==> src/rtl/switch_alert_pkg.sv <==
// constants, field layouts and carrier types for the battery switch and
// alert configuration block; assumes a 40 MHz clock and a byte-wide
// register port fed by the device's serial host interface
package switch_alert_pkg;

  // -------------------------------------------------------------------
  // register map
  // -------------------------------------------------------------------
  localparam logic [7:0] OFS_POWER_SWITCH_CONFIG = 8'h0A;
  localparam logic [7:0] OFS_ALERT_MASK_AND_PORT_PROBE = 8'h0B;

  // power_switch_config fields
  localparam int BIT_BUCK_SWITCHING_RATE = 7;
  localparam int BIT_TIMER_DOUBLING_ENABLE = 6;
  localparam int BIT_BATTERY_SWITCH_FORCE_OFF = 5;
  localparam int BIT_RESTART_MODE_SELECT = 4;
  localparam int LSB_RESTART_OFF_TIME = 2;
  localparam int LSB_SHIP_ENTRY_HOLD_TIME = 0;
  localparam logic [7:0] POWER_SWITCH_CONFIG_RESET = 8'h58;
  // bits that survive a register reset and a watchdog expiry
  localparam logic [7:0] KEEP_ON_REG_RESET = 8'h20;
  localparam logic [7:0] KEEP_ON_WATCHDOG = 8'h30;

  // alert_mask_and_port_probe fields
  localparam int BIT_ALERT_MASK_HI = 7;
  localparam int BIT_ALERT_MASK_LO = 6;
  localparam int BIT_PORT_PROBE_ENABLE = 5;
  localparam logic [7:0] ALERT_MASK_RESET = 8'hC0;
  localparam logic [7:0] ALERT_MASK_WRITABLE = 8'hE0;
  localparam logic [7:0] UNMAPPED_READ = 8'h00;

  // -------------------------------------------------------------------
  // timing: clock in Hz, ms tick in cycles, times in milliseconds
  // -------------------------------------------------------------------
  localparam int unsigned CLOCK_HZ = 40000000;
  localparam int unsigned MS_CYCLES = CLOCK_HZ / 1000;
  localparam logic [13:0] RESTART_OFF_0_5S_MS = 14'h01F4;
  localparam logic [13:0] RESTART_OFF_2S_MS = 14'h07D0;
  localparam logic [13:0] RESTART_OFF_4S_MS = 14'h0FA0;
  localparam logic [13:0] RESTART_OFF_8S_MS = 14'h1F40;
  localparam logic [13:0] SHIP_HOLD_8S_MS = 14'h1F40;
  localparam logic [13:0] SHIP_HOLD_10S_MS = 14'h2710;
  localparam logic [13:0] SHIP_HOLD_12S_MS = 14'h2EE0;
  localparam logic [13:0] SHIP_HOLD_16S_MS = 14'h3E80;

  // -------------------------------------------------------------------
  // types
  // -------------------------------------------------------------------
  typedef enum logic [2:0] {
    ST_ON, ST_HOLD, ST_RESTART_OFF, ST_WAIT_HIGH,
    ST_SHIP_OFF, ST_SHIP_IDLE, ST_WAKE
  } ship_state_t;

  typedef struct packed {
    logic [7:0] addr;
    logic [7:0] wdata;
    logic wr;
    logic rd;
  } reg_req_t;

  // bit 2 thermal shutdown, bit 1 safety timer, bit 0 battery overvoltage
  typedef struct packed {
    logic thermal_shutdown;
    logic safety_timer_fault;
    logic battery_overvoltage_fault;
  } fault_in_t;

  typedef struct packed {
    logic [7:0] power_cfg;
    logic [7:0] alert_cfg;
    logic [1:0] pin_sync;
    logic [2:0] flt_meta;
    logic [2:0] flt_sync;
    ship_state_t fsm;
    logic [15:0] prescale;
    logic [13:0] ms_cnt;
    logic [7:0] rdata;
    logic alert;
    logic switch_on;
  } state_t;

  localparam state_t STATE_RESET = '{
    power_cfg: POWER_SWITCH_CONFIG_RESET,
    alert_cfg: ALERT_MASK_RESET,
    pin_sync: 2'h3,
    flt_meta: 3'h0,
    flt_sync: 3'h0,
    fsm: ST_ON,
    prescale: 16'h0000,
    ms_cnt: 14'h0000,
    rdata: 8'h00,
    alert: 1'b0,
    switch_on: 1'b1
  };

endpackage

==> src/rtl/battery_switch_alert_config.sv <==
// two configuration registers of the charger: buck rate, timer doubling,
// battery switch control with ship/restart pin timing, alert masks and
// port probing; the serial front end delivers decoded byte accesses
`timescale 1ns/1ps
`default_nettype none

module battery_switch_alert_config #(
  parameter int unsigned MS_CYCLES = switch_alert_pkg::MS_CYCLES
) (
  // clock and reset
  input wire logic clock,
  input wire logic rst_n,
  input wire logic clk_en,
  // register access from the serial front end
  input wire switch_alert_pkg::reg_req_t reg_req,
  output logic [7:0] reg_rdata,
  // restore events
  input wire logic reg_reset,
  input wire logic host_watchdog_expiry,
  // pins and analog events, asynchronous
  input wire logic ship_reset_pin_n,
  input wire switch_alert_pkg::fault_in_t faults,
  // controls
  output logic buck_switching_rate,
  output logic timer_doubling_enable,
  output logic battery_switch_on,
  output logic port_probe_enable,
  output logic host_alert
);

  switch_alert_pkg::state_t s_reg;
  switch_alert_pkg::state_t s_next;

  function automatic logic [13:0] off_ms(input logic [1:0] sel);
    case (sel)
      2'h0: off_ms = switch_alert_pkg::RESTART_OFF_0_5S_MS;
      2'h1: off_ms = switch_alert_pkg::RESTART_OFF_2S_MS;
      2'h2: off_ms = switch_alert_pkg::RESTART_OFF_4S_MS;
      default: off_ms = switch_alert_pkg::RESTART_OFF_8S_MS;
    endcase
  endfunction

  function automatic logic [13:0] hold_ms(input logic [1:0] sel);
    case (sel)
      2'h0: hold_ms = switch_alert_pkg::SHIP_HOLD_8S_MS;
      2'h1: hold_ms = switch_alert_pkg::SHIP_HOLD_10S_MS;
      2'h2: hold_ms = switch_alert_pkg::SHIP_HOLD_12S_MS;
      default: hold_ms = switch_alert_pkg::SHIP_HOLD_16S_MS;
    endcase
  endfunction

  logic pin_low;
  logic ms_tick;
  logic sw_mode;
  logic [13:0] hold_target;
  logic [13:0] off_target;
  logic wr_power;
  logic wr_alert;

  assign pin_low = ~s_reg.pin_sync[1];
  assign ms_tick = s_reg.prescale == 16'(MS_CYCLES - 1);
  assign sw_mode = s_reg.power_cfg[switch_alert_pkg::BIT_RESTART_MODE_SELECT];
  assign hold_target = hold_ms(s_reg.power_cfg[
    switch_alert_pkg::LSB_SHIP_ENTRY_HOLD_TIME +: 2]);
  assign off_target = off_ms(s_reg.power_cfg[
    switch_alert_pkg::LSB_RESTART_OFF_TIME +: 2]);
  assign wr_power = reg_req.wr &&
    reg_req.addr == switch_alert_pkg::OFS_POWER_SWITCH_CONFIG;
  assign wr_alert = reg_req.wr &&
    reg_req.addr == switch_alert_pkg::OFS_ALERT_MASK_AND_PORT_PROBE;

  // -------------------------------------------------------------------
  // next state
  // -------------------------------------------------------------------
  always_comb begin
    logic counting;
    logic restart;
    counting = 1'b0;
    restart = 1'b0;
    s_next = s_reg;

    // synchronisers: the first stage feeds only the second
    s_next.pin_sync = {s_reg.pin_sync[0], ship_reset_pin_n};
    s_next.flt_meta = faults;
    s_next.flt_sync = s_reg.flt_meta;

    // restores win over a same-cycle write
    if (reg_reset) begin
      s_next.power_cfg = (s_reg.power_cfg &
        switch_alert_pkg::KEEP_ON_REG_RESET) |
        (switch_alert_pkg::POWER_SWITCH_CONFIG_RESET &
        ~switch_alert_pkg::KEEP_ON_REG_RESET);
      s_next.alert_cfg = switch_alert_pkg::ALERT_MASK_RESET;
    end else if (host_watchdog_expiry) begin
      s_next.power_cfg = (s_reg.power_cfg &
        switch_alert_pkg::KEEP_ON_WATCHDOG) |
        (switch_alert_pkg::POWER_SWITCH_CONFIG_RESET &
        ~switch_alert_pkg::KEEP_ON_WATCHDOG);
      s_next.alert_cfg = switch_alert_pkg::ALERT_MASK_RESET;
    end else begin
      if (wr_power) begin
        s_next.power_cfg = reg_req.wdata;
      end
      if (wr_alert) begin
        s_next.alert_cfg = reg_req.wdata &
          switch_alert_pkg::ALERT_MASK_WRITABLE;
      end
    end

    if (reg_req.rd) begin
      case (reg_req.addr)
        switch_alert_pkg::OFS_POWER_SWITCH_CONFIG:
          s_next.rdata = s_reg.power_cfg;
        switch_alert_pkg::OFS_ALERT_MASK_AND_PORT_PROBE:
          s_next.rdata = s_reg.alert_cfg;
        default:
          s_next.rdata = switch_alert_pkg::UNMAPPED_READ;
      endcase
    end

    // ship / restart sequencing on the synchronised pin
    case (s_reg.fsm)
      switch_alert_pkg::ST_ON: begin
        if (pin_low) begin
          s_next.fsm = switch_alert_pkg::ST_HOLD;
          restart = 1'b1;
        end
      end
      switch_alert_pkg::ST_HOLD: begin
        counting = 1'b1;
        if (!pin_low) begin
          s_next.fsm = switch_alert_pkg::ST_ON;
        end else if (s_reg.ms_cnt >= hold_target) begin
          restart = 1'b1;
          s_next.fsm = sw_mode ? switch_alert_pkg::ST_RESTART_OFF
                               : switch_alert_pkg::ST_SHIP_OFF;
        end
      end
      switch_alert_pkg::ST_RESTART_OFF: begin
        counting = 1'b1;
        if (s_reg.ms_cnt >= off_target) begin
          s_next.fsm = switch_alert_pkg::ST_WAIT_HIGH;
        end
      end
      switch_alert_pkg::ST_WAIT_HIGH: begin
        // re-arm only after release, so one long press acts once
        if (!pin_low) begin
          s_next.fsm = switch_alert_pkg::ST_ON;
        end
      end
      switch_alert_pkg::ST_SHIP_OFF: begin
        if (!pin_low) begin
          s_next.fsm = switch_alert_pkg::ST_SHIP_IDLE;
        end
      end
      switch_alert_pkg::ST_SHIP_IDLE: begin
        if (pin_low) begin
          s_next.fsm = switch_alert_pkg::ST_WAKE;
          restart = 1'b1;
        end
      end
      switch_alert_pkg::ST_WAKE: begin
        counting = 1'b1;
        if (!pin_low) begin
          s_next.fsm = switch_alert_pkg::ST_SHIP_IDLE;
        end else if (s_reg.ms_cnt >= off_target) begin
          s_next.fsm = switch_alert_pkg::ST_WAIT_HIGH;
        end
      end
      default: begin
        s_next.fsm = switch_alert_pkg::ST_ON;
      end
    endcase

    if (restart || !counting) begin
      s_next.prescale = 16'h0000;
      s_next.ms_cnt = 14'h0000;
    end else if (ms_tick) begin
      s_next.prescale = 16'h0000;
      s_next.ms_cnt = s_reg.ms_cnt + 14'h0001;
    end else begin
      s_next.prescale = s_reg.prescale + 16'h0001;
    end

    s_next.switch_on = !s_next.power_cfg[
      switch_alert_pkg::BIT_BATTERY_SWITCH_FORCE_OFF] &&
      (s_next.fsm == switch_alert_pkg::ST_ON ||
       s_next.fsm == switch_alert_pkg::ST_HOLD ||
       s_next.fsm == switch_alert_pkg::ST_WAIT_HIGH);

    s_next.alert =
      (s_reg.alert_cfg[switch_alert_pkg::BIT_ALERT_MASK_HI] &&
       (s_reg.flt_sync[2] || s_reg.flt_sync[1])) ||
      (s_reg.alert_cfg[switch_alert_pkg::BIT_ALERT_MASK_LO] &&
       s_reg.flt_sync[0]);
  end

  always_ff @(posedge clock or negedge rst_n) begin
    if (!rst_n) begin
      s_reg <= switch_alert_pkg::STATE_RESET;
    end else if (clk_en) begin
      s_reg <= s_next;
    end
  end

  // -------------------------------------------------------------------
  // outputs
  // -------------------------------------------------------------------
  assign reg_rdata = s_reg.rdata;
  assign buck_switching_rate =
    s_reg.power_cfg[switch_alert_pkg::BIT_BUCK_SWITCHING_RATE];
  assign timer_doubling_enable =
    s_reg.power_cfg[switch_alert_pkg::BIT_TIMER_DOUBLING_ENABLE];
  assign battery_switch_on = s_reg.switch_on;
  assign port_probe_enable =
    s_reg.alert_cfg[switch_alert_pkg::BIT_PORT_PROBE_ENABLE];
  assign host_alert = s_reg.alert;
endmodule

`default_nettype wire

==> config.mk <==
export PLATFORM = sky130hd
export DESIGN_NAME = battery_switch_alert_config
export DESIGN_NICKNAME = d
export VERILOG_FILES = /design/src/rtl/switch_alert_pkg.sv /design/src/rtl/battery_switch_alert_config.sv
export SDC_FILE = /design/constraint.sdc
export NUM_CORES = 1
export LEC_CHECK = 0
export BUFFER_PORTS_ARGS = -buffer_cell sky130_fd_sc_hd__buf_2
export CAP_MARGIN = 20
export CORE_UTILIZATION = 46
export CTS_BUF_LIST = sky130_fd_sc_hd__clkbuf_8
export DETAILED_ROUTE_END_ITERATION = 10
export MAX_ROUTING_LAYER = met4
export PLACE_DENSITY_LB_ADDON = 0.2
export SETUP_SLACK_MARGIN = 0.1
export SLEW_MARGIN = 10
export SYNTH_ARGS = -nofsm -noshare
export SYNTH_HDL_FRONTEND = slang
export SYNTH_SLANG_ARGS = --single-unit
==> constraint.sdc <==
create_clock -name clock -period 8.8 [get_ports clock]
set_clock_uncertainty 0.05 [all_clocks]
set_input_delay 1.32 -clock clock [delete_from_list [all_inputs] [get_ports clock]]
set_output_delay 1.32 -clock clock [all_outputs]
set_load 0.05 [all_outputs]
==> reports/metrics.csv <==
stage,metric,value,unit
status,status,finished clean,
floorplanning,Die Y,90.98,um
logic_synthesis,Synth Cell Area,0.003642,sq mm
cts,hold_buf cts,0,
critical_path,Startpoint Class,primary input,
timing,Max transition margin,34.68,%
timing,RSZ-0062 raised after global routing,no,
floorplanning,initial core utilization,47.38,%
final_layout,diode count,0,
cts,CTS Buffer Depth,2,
final_layout,layout cells sized above 1,21.07,%
placed_design,Post-Place Cells,499,
timing,Sum Neg Setup Slack,0,ns
cts,Root Driver,clkbuf_8,
critical_path,crit-path max FO,35,
timing,worst hold margin,0.4310,ns
min_path,Hold Crit Depth,2,
routing,Post-Route WL,7.731,mm
global_route,vias in the first global route,2750,
final_layout,number of nets in the layout,460,
critical_path,crit end category,flip-flop,
logic_synthesis,synthesized area per cell,9.661,sq um
floorplanning,I/O Pins,40,
floorplanning,Die ar.,0.008277,sq mm
placed_design,detailed placement HPWL,5.629,mm
routing,Final ANT Viol Nets,0,
power_and_ir_drop,Pwr Density,177.1,mW/mm^2
critical_path,WP data required,9.00,ns
logic_synthesis,syn_nets,429,
placed_design,Port Buf Inserts,39,
timing,Final setup viols,0,
logic_synthesis,Synth cell types,60,
final_layout,Layout area overhead,11.37,%
cts,worst skew pair latency,0.33,ns
routing,Remaining DRCs,0,
global_route,total gr overflow,0,
floorplanning,Core Area,0.007687,sq mm
global_route,initial antenna violation count,0,
cts,"Setup Fix Bufs, Post-CTS",0,
logic_synthesis,ys async rst share,100.0,%
routing,Vias,2869,
timing,minimum clock period,3.427,ns
timing,Worst-Margin Slew,0.9550,ns
timing,"Hold Vio Cnt, Final",0,
critical_path,reg2reg path depth,10,
global_route,GRT Total Usage,20.47,%
cts,CTS buffer count,9,
logic_synthesis,Seq cells post-synth,62,
global_route,global-route wire length before repair,13.01,mm
cts,H-tree levels,3,
routing,Starting DRT DRC Count,217,
final_layout,final std cells w/o fill,515,
cts,CTS tree,built,
timing,Max Fclk,291.8,MHz
routing,first-pass iteration count of the detailed router,5,
global_route,largest net degree at the start of global routing,63,
placed_design,Placer Congestion,0.8639,
logic_synthesis,Synth Warn #,0,
timing,count of pins over their slew limit,0,
logic_synthesis,Gate Count Post-Synth,377,
floorplanning,die width,90.98,um
floorplanning,Row Count,32,
run,maxcap violations,0,
power_and_ir_drop,static leakage,0.001837,uW
critical_path,"Data arrival, critical path",3.63,ns
min_path,Hold WC Path Type,flip-flop to flip-flop,
final_layout,Largest register FFs,45,
logic_synthesis,ys flop type,dfrtp_1,
critical_path,crit path kind,primary input to flip-flop,
final_layout,final core area utilization,52.77,%
routing,Routed WL per cell,15.01,um
routing,Avg Vias per Cell,5.571,
cts,"Reg clk slew, reported paths",0.07,ns
logic_synthesis,post-synthesis sequential area ratio,42.87,%
logic_synthesis,number of synthesized flops with an enable pin,0,
cts,Resize count post-CTS,0,
cts,Clock Sink Count,62,
power_and_ir_drop,maximum vdd drop,0.0001120,V
timing,Final period util,38.94,%
==> kinds of logic after synthesis <==
logic type,count (synthesis),synth area share (%)
compound gates,75,15.12
xor+xnor,15,3.607
fa+ha+maj,25,8.588
buf+inv,40,5.153
flops,62,42.87
mux,15,4.432
simple gates,145,20.23
==> routing by layer <==
metal	vias to the layer above	share of wire, %	global-route usage (%)
met5	-	0	-
met4	0	1.6	7.540
met3	14	3.9	3.015
met2	70	46	31.50
met1	1370	49	27.57
li1	1415	-	-
==> Yosys cell counts (all sizes together), types with 6 or more instances <==
cell	instances	area, sq um
mux2	9	101.4
dfrtp	54	1351
a22o	9	78.83
nor4	6	52.55
mux2i	6	60.06
clkbuf	8	30.03
nor2	47	186.4
a21oi	10	50.05
a31oi	6	37.54
ha	25	312.8
and3	7	45.05
inv	20	75.07
o21ai	20	100.1
dfstp	8	210.2
nand2	34	127.6
nand3	22	110.1
buf	12	82.57
xor2	11	96.34
==> per-stage QoR <==
stage | setup WS (ns) | instance area, sq um | power (uW)
6_report | 5.373 | 4056 | 718.2
2_1_floorplan | 5.928 | 3642 | 435.0
4_1_cts | 5.390 | 4056 | 727.6
3_5_place_dp | 5.029 | 3860 | 473.6
5_1_grt | 5.186 | 4056 | 758.6
3_3_place_gp | 5.126 | 3860 | 472.7
==> placed cells by master, fill, tap and decap left out, types with 5 or more instances in the layout <==
cell type | netlist | final
nand2_1 | 34 | 34
clkbuf_8 | 0 | 9
and3_1 | 6 | 6
o31ai_1 | 5 | 5
buf_2 | 3 | 39
inv_1 | 20 | 20
xor2_1 | 11 | 11
ha_1 | 25 | 25
dfrtp_1 | 54 | 54
nor2_1 | 45 | 45
a21oi_1 | 10 | 10
nor4_1 | 5 | 5
nand3_1 | 22 | 22
o21ai_0 | 20 | 20
dfstp_2 | 8 | 8
a22o_1 | 9 | 9
mux2_2 | 9 | 9
a31oi_1 | 6 | 6
mux2i_1 | 6 | 6
==> cell type report <==
cell class / instances / area, sq um
multi-input combinational: 275 / 1893
clock inverter: 7 / 72.57
timing repair buffer: 40 / 202.7
clock buffer: 9 / 123.9
tap: 102 / 127.6
inverter: 20 / 75.07
fill: 753 / 3631
sequential: 62 / 1562
==> power by group <==
| part | switching, uW | internal (uW) | total (uW) |
|---|---|---|---|
| Clock | 118 | 132 | 249 |
| Sequential | 23.5 | 306 | 330 |
| Combinational | 89.2 | 50.0 | 139 |
| Total | 230 | 488 | 718 |
==> worst max-delay path, cell delays in order <==
cell and delay (ns):
buf_2 0.47, inv_1 0.37, a2111oi_4 0.64, o2111ai_1 0.27
or3_1 0.38, a21oi_1 0.16
==> worst paths after layout <==
| kind | start | to | slack (ns) |
|---|---|---|---|
| max | clk_en | s_reg[23] | 5.37 |
| min | battery_switch_on | battery_switch_on | 0.43 |
| max reg2reg | s_reg[59] | s_reg[23] | 5.57 |
| min reg2reg | battery_switch_on | battery_switch_on | 0.43 |
| max in group asynchronous | rst_n | s_reg[61] | 7.08 |
| min in group asynchronous | rst_n | s_reg[21] | 1.10 |
Power figures use the tool's default switching activity.
